<file path="config.mk">
export PLATFORM = sky130hd
export DESIGN_NAME = misc_control_status_regs
export DESIGN_NICKNAME = d
export VERILOG_FILES = /design/src/hw/misc_regs_pkg.sv /design/src/hw/misc_control_status_regs.sv
export SDC_FILE = /design/constraint.sdc
export NUM_CORES = 1
export LEC_CHECK = 0
export BUFFER_PORTS_ARGS = -buffer_cell sky130_fd_sc_hd__buf_2
export CAP_MARGIN = 20
export CORE_ASPECT_RATIO = 0.6
export CORE_UTILIZATION = 58
export DETAILED_ROUTE_END_ITERATION = 12
export HOLD_SLACK_MARGIN = 0.05
export PLACE_DENSITY = 0.85
export SYNTH_ARGS = -nofsm -noshare
export SYNTH_HDL_FRONTEND = slang
export SYNTH_SLANG_ARGS = --single-unit
</file>
<file path="constraint.sdc">
create_clock -name clk_in -period 4.2 [get_ports clk_in]
set_input_delay 0 -clock clk_in [delete_from_list [all_inputs] [get_ports clk_in]]
set_output_delay 0 -clock clk_in [all_outputs]
set_load 0.02 [all_outputs]
</file>
<file path="src/hw/misc_regs_pkg.sv">
// Functional notes
// - one-shot request starts single measurement when period zero
// - one-shot request ignored during sleep mode
// - hardware clears one-shot bit when measurement finishes
// - six-bit selector, low five bits pick first test mux signal
// - five-bit selector picks second test mux signal
// - three remote sensor selects, zero on reset/wake
// - read-only revision index returns fixed code
// - reference output enable gated off by disable
// - reference disable: zero at reset, one on wake
// - read-only supply-state code reports power state
// - code 011 inhibits flash, fuse clears pll fast
// - wake timer runs field plus one seconds
// - writing one restarts and clears watchdog count
// - period field: none, 2^(3+n) seconds, continuous
package misc_regs_pkg;
    // ************************************************************
    // register offsets
    // ************************************************************
    localparam logic [15:0] SUPPLY_STATE_OFS   = 16'h00F9;
    localparam logic [15:0] TEST_MUX_OFS       = 16'h2502;
    localparam logic [15:0] SECOND_MUX_OFS     = 16'h2503;
    localparam logic [15:0] REFERENCE_OFS      = 16'h2704;
    localparam logic [15:0] REVISION_OFS       = 16'h2706;
    localparam logic [15:0] REMOTE_C_OFS       = 16'h2709;
    localparam logic [15:0] REMOTE_AB_OFS      = 16'h270A;
    localparam logic [15:0] WAKE_TIMER_OFS     = 16'h2880;
    localparam logic [15:0] TEMP_PERIOD_OFS    = 16'h28A0;
    localparam logic [15:0] TEMP_WDOG_OFS      = 16'h28B4;
    // ************************************************************
    // field positions
    // ************************************************************
    localparam int REF_OUT_EN_BIT   = 7;
    localparam int REF_DIS_BIT      = 6;
    localparam int REMOTE_B_LSB     = 4;
    localparam int WDOG_RESTART_BIT = 7;
    localparam int TEMP_ONESHOT_BIT = 6;
    // ************************************************************
    // reset and wake values
    // ************************************************************
    localparam logic [5:0] TEST_MUX_RST    = 6'h00;
    localparam logic [4:0] SECOND_MUX_RST  = 5'h00;
    localparam logic [2:0] REMOTE_RST      = 3'h0;
    localparam logic       REF_DIS_RST     = 1'b0;
    localparam logic       REF_DIS_WAKE    = 1'b1;
    localparam logic [7:0] WAKE_TIMER_RST  = 8'h00;
    localparam logic [2:0] TEMP_PERIOD_RST = 3'h0;
    localparam logic [2:0] SUPPLY_MARGINAL = 3'h3;
    localparam logic [2:0] TEMP_CONTINUOUS = 3'h7;
    localparam int TEMP_EXP_BASE           = 3;
    // ************************************************************
    // timing
    // ************************************************************
    localparam int CLK_HZ          = 250_000_000;
    localparam int SECOND_CYCLES   = CLK_HZ;

    typedef struct packed {
        logic [5:0] test_mux;
        logic [4:0] second_mux;
        logic [2:0] remote_a;
        logic [2:0] remote_b;
        logic [2:0] remote_c;
    } mux_cfg_s;

    typedef enum logic [1:0] {
        temp_idle,
        temp_busy
    } temp_state_e;
endpackage : misc_regs_pkg

</file>
<file path="src/hw/misc_control_status_regs.sv">
// Decided for this implementation: the plain strobed port.
`timescale 1ns/1ns
`default_nettype none
module misc_control_status_regs
    import misc_regs_pkg::*;
#(
    parameter logic [7:0] REVISION_CODE = 8'h5A, // arbitrary value
    parameter int         SECOND_LEN    = SECOND_CYCLES
) (
    input  wire logic        clk_in,
    input  wire logic        sys_rst_in,
    input  wire logic [15:0] addr_in,
    input  wire logic [7:0]  wdata_in,
    input  wire logic        wr_in,
    input  wire logic        rd_in,
    output logic      [7:0]  rdata_out,
    input  wire logic        sleep_mode_in,
    input  wire logic        wake_event_in,
    input  wire logic [2:0]  supply_state_code_in,
    input  wire logic        supply_trim_fuse_in,
    input  wire logic        temp_done_in,
    input  wire logic [31:0] mux_sources_in,
    input  wire logic [31:0] second_mux_sources_in,
    output logic             temp_start_out,
    output logic             test_mux_output_out,
    output logic             second_test_mux_output_out,
    output mux_cfg_s         mux_cfg_out,
    output logic             reference_output_enable_out,
    output logic             reference_disable_out,
    output logic             flash_write_inhibit_out,
    output logic             pll_fast_clear_out,
    output logic             wdog_restart_out,
    output logic             wake_timer_expired_out
);
    // ************************************************************
    // pin synchroniser for supply and sleep levels
    // ************************************************************
    logic [3:0] sync1_r;
    logic [3:0] sync2_r;
    logic [3:0] sync3_r;
    logic [3:0] stable_r;
    logic [3:0] pins_raw;
    assign pins_raw = {sleep_mode_in, supply_state_code_in};

    // change accepted only when the two later stages agree
    always_ff @(posedge clk_in) begin
        sync1_r <= pins_raw;
        sync2_r <= sync1_r;
        sync3_r <= sync2_r;
        if (sys_rst_in) begin
            stable_r <= 4'h0;
        end else begin
            for (int i = 0; i < 4; i++) begin
                if (sync2_r[i] == sync3_r[i]) begin
                    stable_r[i] <= sync3_r[i];
                end
            end
        end
    end

    logic       sleep_s;
    logic [2:0] supply_s;
    assign sleep_s  = stable_r[3];
    assign supply_s = stable_r[2:0];

    // ************************************************************
    // registers
    // ************************************************************
    mux_cfg_s    cfg_r;
    logic        ref_out_en_r;
    logic        ref_dis_r;
    logic [7:0]  wake_dur_r;
    logic [2:0]  temp_per_r;
    logic        oneshot_r;
    logic        wdog_r;
    temp_state_e temp_st_r;

    function automatic logic hit(input logic [15:0] a, input logic [15:0] o);
        return a == o;
    endfunction : hit

    wire wr_mux   = wr_in && hit(addr_in, TEST_MUX_OFS);
    wire wr_mux2  = wr_in && hit(addr_in, SECOND_MUX_OFS);
    wire wr_ref   = wr_in && hit(addr_in, REFERENCE_OFS);
    wire wr_rc    = wr_in && hit(addr_in, REMOTE_C_OFS);
    wire wr_rab   = wr_in && hit(addr_in, REMOTE_AB_OFS);
    wire wr_wake  = wr_in && hit(addr_in, WAKE_TIMER_OFS);
    wire wr_per   = wr_in && hit(addr_in, TEMP_PERIOD_OFS);
    wire wr_tw    = wr_in && hit(addr_in, TEMP_WDOG_OFS);
    // one-shot only honoured when idle, awake, no automatic period
    wire oneshot_go = wr_tw && wdata_in[TEMP_ONESHOT_BIT]
                      && (temp_per_r == 3'h0)
                      && !sleep_s;

    // configuration write and wake handling
    always_ff @(posedge clk_in) begin
        if (sys_rst_in) begin
            cfg_r        <= '{TEST_MUX_RST, SECOND_MUX_RST,
                              REMOTE_RST, REMOTE_RST, REMOTE_RST};
            ref_out_en_r <= 1'b0;
            ref_dis_r    <= REF_DIS_RST;
            wake_dur_r   <= WAKE_TIMER_RST;
            temp_per_r   <= TEMP_PERIOD_RST;
        end else if (wake_event_in) begin
            cfg_r.remote_a <= REMOTE_RST;
            cfg_r.remote_b <= REMOTE_RST;
            cfg_r.remote_c <= REMOTE_RST;
            ref_out_en_r   <= 1'b0;
            ref_dis_r      <= REF_DIS_WAKE;
        end else begin
            if (wr_mux) cfg_r.test_mux <= wdata_in[5:0];
            if (wr_mux2) cfg_r.second_mux <= wdata_in[4:0];
            if (wr_rab) begin
                cfg_r.remote_a <= wdata_in[2:0];
                cfg_r.remote_b <= wdata_in[REMOTE_B_LSB +: 3];
            end
            if (wr_rc) cfg_r.remote_c <= wdata_in[2:0];
            if (wr_ref) begin
                ref_out_en_r <= wdata_in[REF_OUT_EN_BIT];
                ref_dis_r    <= wdata_in[REF_DIS_BIT];
            end
            if (wr_wake) wake_dur_r <= wdata_in;
            if (wr_per) temp_per_r <= wdata_in[2:0];
        end
    end

    // ************************************************************
    // temperature request sequencing
    // ************************************************************
    // done wins only when busy; a new request needs idle first
    always_ff @(posedge clk_in) begin
        if (sys_rst_in || wake_event_in) begin
            oneshot_r <= 1'b0;
            temp_st_r <= temp_idle;
        end else begin
            unique case (temp_st_r)
                temp_idle: begin
                    if (oneshot_go) begin
                        oneshot_r <= 1'b1;
                        temp_st_r <= temp_busy;
                    end
                end
                temp_busy: begin
                    if (temp_done_in) begin
                        oneshot_r <= 1'b0;
                        temp_st_r <= temp_idle;
                    end
                end
                default: temp_st_r <= temp_idle;
            endcase
        end
    end

    // ************************************************************
    // automatic measurement period
    // ************************************************************
    logic [31:0] sec_cnt_r;
    logic [9:0]  per_sec_r;
    logic        sec_tick;
    logic        auto_start;
    logic [9:0]  per_len;
    assign sec_tick = (sec_cnt_r == 32'(SECOND_LEN - 1));
    assign per_len  = 10'(1) << (TEMP_EXP_BASE + temp_per_r);
    assign auto_start = (temp_per_r == TEMP_CONTINUOUS) ||
                        ((temp_per_r != 3'h0) && sec_tick &&
                         (per_sec_r == per_len - 10'h1));

    // second divider shared by period and wake timers
    always_ff @(posedge clk_in) begin
        if (sys_rst_in || sec_tick) sec_cnt_r <= 32'h0;
        else sec_cnt_r <= sec_cnt_r + 32'h1;
    end

    always_ff @(posedge clk_in) begin
        if (sys_rst_in || wr_per) per_sec_r <= 10'h0;
        else if (sec_tick) begin
            per_sec_r <= (per_sec_r == per_len - 10'h1) ? 10'h0
                                                         : per_sec_r + 10'h1;
        end
    end

    // ************************************************************
    // wake timer and watchdog restart
    // ************************************************************
    logic [8:0] wake_cnt_r;
    always_ff @(posedge clk_in) begin
        if (sys_rst_in || !sleep_s) begin
            wake_cnt_r             <= 9'h0;
            wake_timer_expired_out <= 1'b0;
        end else if (sec_tick) begin
            // count one extra tick: the first second may be partial,
            // so expiry never comes before field plus one full seconds
            if (wake_cnt_r == {1'b0, wake_dur_r} + 9'h1) begin
                wake_timer_expired_out <= 1'b1;
            end else begin
                wake_cnt_r <= wake_cnt_r + 9'h1;
            end
        end
    end

    // writing zero leaves the watchdog untouched
    always_ff @(posedge clk_in) begin
        if (sys_rst_in) wdog_r <= 1'b0;
        else wdog_r <= wr_tw && wdata_in[WDOG_RESTART_BIT];
    end

    // ************************************************************
    // outputs
    // ************************************************************
    logic tm_r;
    logic tm2_r;
    always_ff @(posedge clk_in) begin
        if (sys_rst_in) begin
            tm_r  <= 1'b0;
            tm2_r <= 1'b0;
        end else begin
            tm_r  <= mux_sources_in[cfg_r.test_mux[4:0]];
            tm2_r <= second_mux_sources_in[cfg_r.second_mux];
        end
    end

    assign test_mux_output_out        = tm_r;
    assign second_test_mux_output_out = tm2_r;
    assign mux_cfg_out                = cfg_r;
    assign temp_start_out   = oneshot_r || auto_start;
    assign reference_output_enable_out = ref_out_en_r && !ref_dis_r;
    assign reference_disable_out       = ref_dis_r;
    assign flash_write_inhibit_out = (supply_s == SUPPLY_MARGINAL);
    assign pll_fast_clear_out = flash_write_inhibit_out
                                && supply_trim_fuse_in;
    assign wdog_restart_out   = wdog_r;

    // ************************************************************
    // read data, one cycle after the strobe
    // ************************************************************
    logic [7:0] rd_mux;
    always_comb begin
        rd_mux = 8'h00;
        unique case (addr_in)
            SUPPLY_STATE_OFS: rd_mux = {5'h00, supply_s};
            TEST_MUX_OFS:     rd_mux = {2'h0, cfg_r.test_mux};
            SECOND_MUX_OFS:   rd_mux = {3'h0, cfg_r.second_mux};
            REFERENCE_OFS:    rd_mux = {ref_out_en_r, ref_dis_r, 6'h00};
            REVISION_OFS:     rd_mux = REVISION_CODE;
            REMOTE_C_OFS:     rd_mux = {5'h00, cfg_r.remote_c};
            REMOTE_AB_OFS:    rd_mux = {1'b0, cfg_r.remote_b,
                                        1'b0, cfg_r.remote_a};
            WAKE_TIMER_OFS:   rd_mux = wake_dur_r;
            TEMP_PERIOD_OFS:  rd_mux = {5'h00, temp_per_r};
            TEMP_WDOG_OFS:    rd_mux = {1'b0, oneshot_r, 6'h00};
            default:          rd_mux = 8'h00;
        endcase
    end

    always_ff @(posedge clk_in) begin
        if (sys_rst_in || !rd_in) rdata_out <= 8'h00;
        else rdata_out <= rd_mux;
    end
endmodule : misc_control_status_regs
`default_nettype wire

</file>
==> run summary, run 1 <==
outcome - complete, no violations
Final ANT Viol Nets - 0
Post-CTS Hold Buffers - 17
Seq/Total Area, Yosys - 39.30%
crit path max fanout - 10
CTS Buf Count - 17
Longest Clk Path Bufs - 2
most frequent cells in the layout - 135 x buf_2, 113 x dfxtp_1, 102 x nor2_1
synthesized area - 0.005756 mm²
max-cap violations - 0
syn avg cell area - 9.224 µm²
global-route wire length before repair - 27660 µm
minimum clock period - 2.795 ns
CTS Root Cell - clkbuf_16
die height - 79.16 µm
Seq cells post-synth - 113
post_cts resized - 0
drt pass-1 iters - 6
Crit Path Category - reg -> reg
Final Wtd Congestion - 0.9060
ys async rst share - 0%
Routed WL - 17460 µm
Core Region - 0.009392 mm²
Hold Violations, Final - 0
tightest slew margin relative to the limit - 42.37%
Arr. time, crit path - 3.09 ns
H-tree depth - 4
HP Class - in -> reg
Ant. Diodes - 0
period utilization - 66.54%
Top Ports - 136
leakage - 2.823 nW
synth unique cells - 67
Syn. warnings - 0
RSZ-0062 raised after global routing - false
clock-pin slew on the worst setup and hold paths - 0.05 ns
TritonCTS clock tree - yes
Main synth FF type - dfxtp_1
initial core utilization - 61.28%
mux cell area share after synthesis - 14.43%
vias in the first global route - 5659
number of synthesized flops with an enable pin - 0
drc violations - 0
Via density - 6.317
Max Clock Skew - 0.005890 ns
placed wire-length estimate - 12200 µm
Setup crit end kind - flip-flop
Clk Latency, worst-skew pair - 0.42 ns
compound-cell area share of the yosys netlist - 9.174%
antenna violations before repair - 0
endpoints failing setup - 0
Total GRT Usage - 35.60%
worst hold start - addr_in[5]
Worst R2R Start - sec_cnt_r[0]$_SDFF_PP0_
largest family of logic cells by synthesized area - simple AND/OR/NAND/NOR gates
Worst setup SP type - flip-flop
Hold WS - 0.07741 ns
PwrDens - 350.5 mW/mm²
layout cells sized above 1 - 26.56%
Synth Instances - 624
simple logic cell fraction of the synthesized area - 25.30%
Final Max Tran Viols - 0
Multi-input gate area - 0.003341 mm²
post-CTS setup buffer count - 0
Die Footprint - 0.01034 mm²
CTS Sinks - 113
CP startpoint - sec_cnt_r[0]$_SDFF_PP0_
Die Wd - 130.6 µm
Area Growth Syn to Fin - 24.65%
average wire per standard cell - 19.13 µm
total number of vias - 5767
global route overflow - 0
Max VDD drop - 0.3398 mV
first-iteration detailed-routing DRC count - 730
Rows - 27
setup TNS - 0 ns
XOR/XNOR share of the synthesized area - 7.913%
Highest Clock Rate - 357.8 MHz
area occupied by registers - 0.002262 mm²
Post-Synth Adder-Cell Area - 1.087%
fill count - 645
largest net degree at the start of global routing - 37
IO Port Bufs - 135
CP required - 4.50 ns
leading cell type in the layout, fill and taps excluded - buf_2
Final #Nets - 875
Worst-Margin Slew - 0.8627 ns
## where the power goes
| part | switching [mW] | total (mW) | leakage (nW) | internal (mW) |
|---|---|---|---|---|
| Sequential | 0.0113 | 1.10 | 0.917 | 1.09 |
| Combinational | 0.0695 | 0.141 | 1.66 | 0.0713 |
| Clock | 0.514 | 1.28 | 0.243 | 0.763 |
## cells in the mapped netlist, types with 12 or more instances
library cell	number	share of area, %
nand3_1	25	2.2
nand2_1	49	3.2
nand4_1	17	1.8
nor2_1	102	6.7
clkbuf_1	13	0.85
o21ai_0	17	1.5
dfxtp_1	113	39
mux4_2	20	7.8
xor2_1	33	5.0
a21oi_1	29	2.5
xnor2_1	19	2.9
mux2i_1	38	6.6
nor3_1	12	1.0
## final cells by class
| type | count | area share (%) |
|---|---|---|
| timing repair buffer | 152 | 11.79 |
| tap | 130 | 2.267 |
| inverter | 8 | 0.4186 |
| clock buffer | 19 | 6.174 |
| sequential | 113 | 31.53 |
| multi-input combinational | 479 | 46.56 |
| clock inverter | 12 | 1.256 |
## worst paths after layout
path / end / slack [ns] / depth (start not counted)
min: wdog_restart_out$_SDFF_PP0_ / 0.08 / 5
max: wake_cnt_r[6]$_SDFFE_PP0P_ / 1.41 / 8
min reg2reg: sync2_r[2]$_DFF_P_ / 0.33 / 0
max reg2reg: wake_cnt_r[6]$_SDFFE_PP0P_ / 1.41 / 8
## worst max-delay path, cell delays in order (launching register included)
cell	delay, ns
dfxtp_1	0.41
ha_1	0.28
and4_4	0.31
nand4_4	0.13
nor3_2	0.57
o2bb2ai_1	0.19
a21o_1	0.35
a31oi_1	0.18
a41o_1	0.25
## stage by stage
step	util [%]	worst slack, ns	total power, mW	instances	cell area [µm²]
after detailed placement	68.90	1.637	1.241	865	6471
final	76.39	1.405	2.515	913	7174
after global routing	76.39	1.334	2.585	913	7174
after global placement	68.90	1.791	1.234	865	6471
after CTS	76.39	1.469	2.513	913	7174
after floorplan	-	1.966	1.171	625	5759
## registers in the layout, indices dropped and copies added, names as in the netlist
| name | count |
|---|---|
| sec_cnt_r | 32 |
| sync1_r | 4 |
| sync3_r | 4 |
| wake_dur_r | 8 |
| ref_out_en_r | 1 |
| second_test_mux_output_out | 1 |
| mux_cfg_out | 20 |
| rdata_out | 8 |
| reference_disable_out | 1 |
| wake_cnt_r | 9 |
| per_sec_r | 10 |
| oneshot_r | 1 |
| temp_per_r | 3 |
| stable_r | 4 |
| sync2_r | 4 |
| wake_timer_expired_out | 1 |
| wdog_restart_out | 1 |
| test_mux_output_out | 1 |
## metal layers
layer / up-vias / share of wire [%] / GRT usage (%)
met1: 2740 / 41 / 46.10
met4: 0 / 2.8 / 18.97
met2: 407 / 45 / 53.60
met3: 57 / 12 / 10.31
li1: 2563 / - / -
met5: - / 0 / 0
## logic make-up (layout without fill, tap and decap cells)
family / after synthesis / in the layout
DFF: 113 / 113
adders and majority gates: 5 / 5
and+or+nand+nor: 282 / 282
other: 1 / 2
AOI/OAI and AO/OA: 80 / 80
xor gates and xnor gates: 52 / 52
muxes: 58 / 58
buffers and inverters: 33 / 191
Power figures use the tool's default switching activity.
==> run 2, diff against run 1 <==
- CORE_UTILIZATION: 58 -> 49
- PLACE_DENSITY: 0.85 -> 0.77
- clock period: 4.2 -> 2.5 ns (I/O delays scaled with it)
==> run 2 against run 1 <==
- critical path type unchanged
- via count is 4.1% lower
- clock-buffer cell count is 2 lower
- clock skew is 0.0023 ns higher
- non-clock buffer count is 18 higher
- die area is 18% higher
- critical endpoint is now wake_cnt_r[2]$_SDFFE_PP0P_
- sequential power is 67% higher
- highest routed layer unchanged
- first-iteration DRC count is 37% lower
- largest power group unchanged
- utilization is 11 points lower
- hold slack better by 0.014 ns
==> run summary, run 2 (synthesized netlist as in run 1, its figures left out) <==
Total GRT Usage - 27.41% (was 35.60%)
Worst path slowest cell - or4_1 (was nor3_2)
FF-to-FF End - wake_cnt_r[2]$_SDFFE_PP0P_ (was wake_cnt_r[6]$_SDFFE_PP0P_)
design area - 0.007401 mm² (was 0.007174 mm²)
outcome - complete, no violations (unchanged)
endpoints failing setup - 0 (unchanged)
uppermost layer routed - met4 (unchanged)
Via density - 5.746 (was 6.317)
Setup crit end kind - flip-flop (unchanged)
tightest slew margin relative to the limit - 46.11% (was 42.37%)
minimum clock period - 2.434 ns (was 2.795 ns)
global-route wire length before repair - 25790 µm (was 27660 µm)
Final Wtd Congestion - 0.9084 (was 0.9060)
leakage - 2.927 nW (was 2.823 nW)
Highest Clock Rate - 410.9 MHz (was 357.8 MHz)
initial core utilization - 50.61% (was 61.28%)
placed wire-length estimate - 11980 µm (was 12200 µm)
Hold WS - 0.09111 ns (was 0.07741 ns)
Crit path largest cell delay - 0.53 ns (was 0.57 ns)
CP required - 2.81 ns (was 4.50 ns)
TritonCTS clock tree - yes (unchanged)
global route overflow - 0 (unchanged)
vias in the first global route - 5194 (was 5659)
Post-DP Area - 0.006621 mm² (was 0.006471 mm²)
worst hold start - addr_in[1] (was addr_in[5])
Worst R2R Start - sec_cnt_r[1]$_SDFF_PP0_ (was sec_cnt_r[0]$_SDFF_PP0_)
Tot Pwr - 4.302 mW (was 2.515 mW)
drc violations - 0 (unchanged)
post-CTS setup buffer count - 0 (unchanged)
Most flops, register - sec_cnt_r (unchanged)
Clk pwr share - 51.8% (was 50.8%)
PwrDens - 581.3 mW/mm² (was 350.5 mW/mm²)
H-tree depth - 4 (unchanged)
Final #Nets - 893 (was 875)
Die Wd - 141.9 µm (was 130.6 µm)
end of the worst hold path - rdata_out[7]$_SDFF_PP0_ (was wdog_restart_out$_SDFF_PP0_)
Worst setup SP type - flip-flop (unchanged)
FF-to-FF path depth - 8 (unchanged)
metal3 WL - 1379 µm (was 2069 µm)
Final Max Tran Viols - 0 (unchanged)
switching share of power - 24.76% (was 23.65%)
crit path max fanout - 10 (unchanged)
Top Ports - 136 (unchanged)
IO Port Bufs - 135 (unchanged)
CTS Root Cell - clkbuf_16 (unchanged)
total number of vias - 5528 (was 5767)
Core Region - 0.01137 mm² (was 0.009392 mm²)
Seq pwr share - 42.8% (was 43.6%)
Max VDD drop - 0.5214 mV (was 0.3398 mV)
R2R Setup Slk - 0.07 ns (was 1.41 ns)
Net Switching - 1.065 mW (was 0.5948 mW)
most frequent cells in the layout - 135 x buf_2, 113 x dfxtp_1, 102 x nor2_1 (unchanged)
Final ANT Viol Nets - 0 (unchanged)
average wire per standard cell - 16.93 µm (was 19.13 µm)
M1 wire length - 7376 µm (was 7098 µm)
Ant. Diodes - 0 (unchanged)
crit-path cells - ha_2 -> and4_4 -> nand4_4 -> or4_1 -> o2bb2ai_1 -> a21o_2 -> a21oi_1 -> a31o_2 (was ha_1 -> and4_4 -> nand4_4 -> nor3_2 -> o2bb2ai_1 -> a21o_1 -> a31oi_1 -> a41o_1)
drt pass-1 iters - 6 (unchanged)
Rows - 30 (was 27)
period utilization - 97.35% (was 66.54%)
Arr. time, crit path - 2.74 ns (was 3.09 ns)
first-iteration detailed-routing DRC count - 457 (was 730)
max-cap violations - 0 (unchanged)
Internal - 3.236 mW (was 1.920 mW)
Area Growth Syn to Fin - 28.59% (was 24.65%)
Max Clock Skew - 0.008175 ns (was 0.005890 ns)
layout cells sized above 1 - 28.55% (was 26.56%)
worst hold stages - 4 (was 5)
Clk Latency, worst-skew pair - 0.42 ns (about the same)
CTS Buf Count - 17 (unchanged)
metal2 WL - 7258 µm (was 7811 µm)
CP startpoint - sec_cnt_r[1]$_SDFF_PP0_ (was sec_cnt_r[0]$_SDFF_PP0_)
combinational power share - 5.4% (was 5.6%)
largest net degree at the start of global routing - 31 (was 37)
clock-pin slew on the worst setup and hold paths - 0.06 ns (was 0.05 ns)
fin util - 65.07% (was 76.39%)
leading cell type in the layout, fill and taps excluded - buf_2 (unchanged)
Worst-Margin Slew - 0.8048 ns (was 0.8627 ns)
Hold Violations, Final - 0 (unchanged)
CTS Sinks - 113 (unchanged)
max reg flops - 32 (unchanged)
Longest Clk Path Bufs - 2 (unchanged)
Routed WL - 16280 µm (was 17460 µm)
Crit Path Category - reg -> reg (unchanged)
antenna violations before repair - 0 (unchanged)
HP Class - in -> reg (unchanged)
Die Footprint - 0.01220 mm² (was 0.01034 mm²)
die height - 85.95 µm (was 79.16 µm)
[run 2: metrics by stage]
stage / setup TNS [ns] / instances / setup slack, ns
final: 0 / 962 / 0.06613
after global routing: -0.09479 / 962 / -0.05597
after CTS: 0 / 962 / 0.003970
after detailed placement: 0 / 910 / 0.03329
after global placement: 0 / 910 / 0.1257
after floorplan: 0 / 625 / 0.2662
[run 2: worst max-delay path, delay by kind of cell (launching register included)]
kind                       cells  cell delay, ns
AOI/OAI and AO/OA              4            0.73
DFF                            1            0.40
adders and majority gates      1            0.24
and+or+nand+nor                3            0.93
[run 2: area by class of cell]
cell class / count / area [µm²]
fillers: 897 / 3973
multi-input cells: 479 / 3371
flip-flops and latches: 113 / 2262
repair buffers: 170 / 988.4
clock buffers: 17 / 425.4
well taps: 160 / 200.2
clock inverters: 15 / 123.9
inverters: 8 / 30.03
[run 2: worst max-delay path by stage]
| stage | end | slack [ns] | cells after the start |
|---|---|---|---|
| 4_1_cts | wake_cnt_r[2]$_SDFFE_PP0P_ | 0.004 | 8 |
| 6_report | wake_cnt_r[2]$_SDFFE_PP0P_ | 0.07 | 8 |
| 3_3_place_gp | wake_cnt_r[6]$_SDFFE_PP0P_ | 0.13 | 8 |
| 5_1_grt | wake_cnt_r[6]$_SDFFE_PP0P_ | -0.06 | 8 |
| 3_5_place_dp | wake_cnt_r[6]$_SDFFE_PP0P_ | 0.03 | 8 |
| 2_1_floorplan | wake_cnt_r[6]$_SDFFE_PP0P_ | 0.27 | 9 |
[run 2: metal layers]
layer  track usage [%]  up-vias
met2             42.63      277
met5                 0        -
met1             37.47     2641
li1                  -     2580
met3             6.365       30
met4             9.482        0
[run 2: timing repair]
action                     4_1_cts  5_1_grt
hold buffers                    20        0
gates cloned                     0        0
gates resized for setup          1        5
setup endpoints to repair        1       11
hold endpoints to repair        46        0
[run 2: power by group through the flow]
stage	clock network, mW	registers (mW)	logic [mW]
global placement	0	1.88	0.197
CTS	2.25	1.84	0.229
floorplan	0	1.88	0.0904
global route	2.34	1.84	0.251
finish	2.23	1.84	0.233
detailed placement	0	1.88	0.206
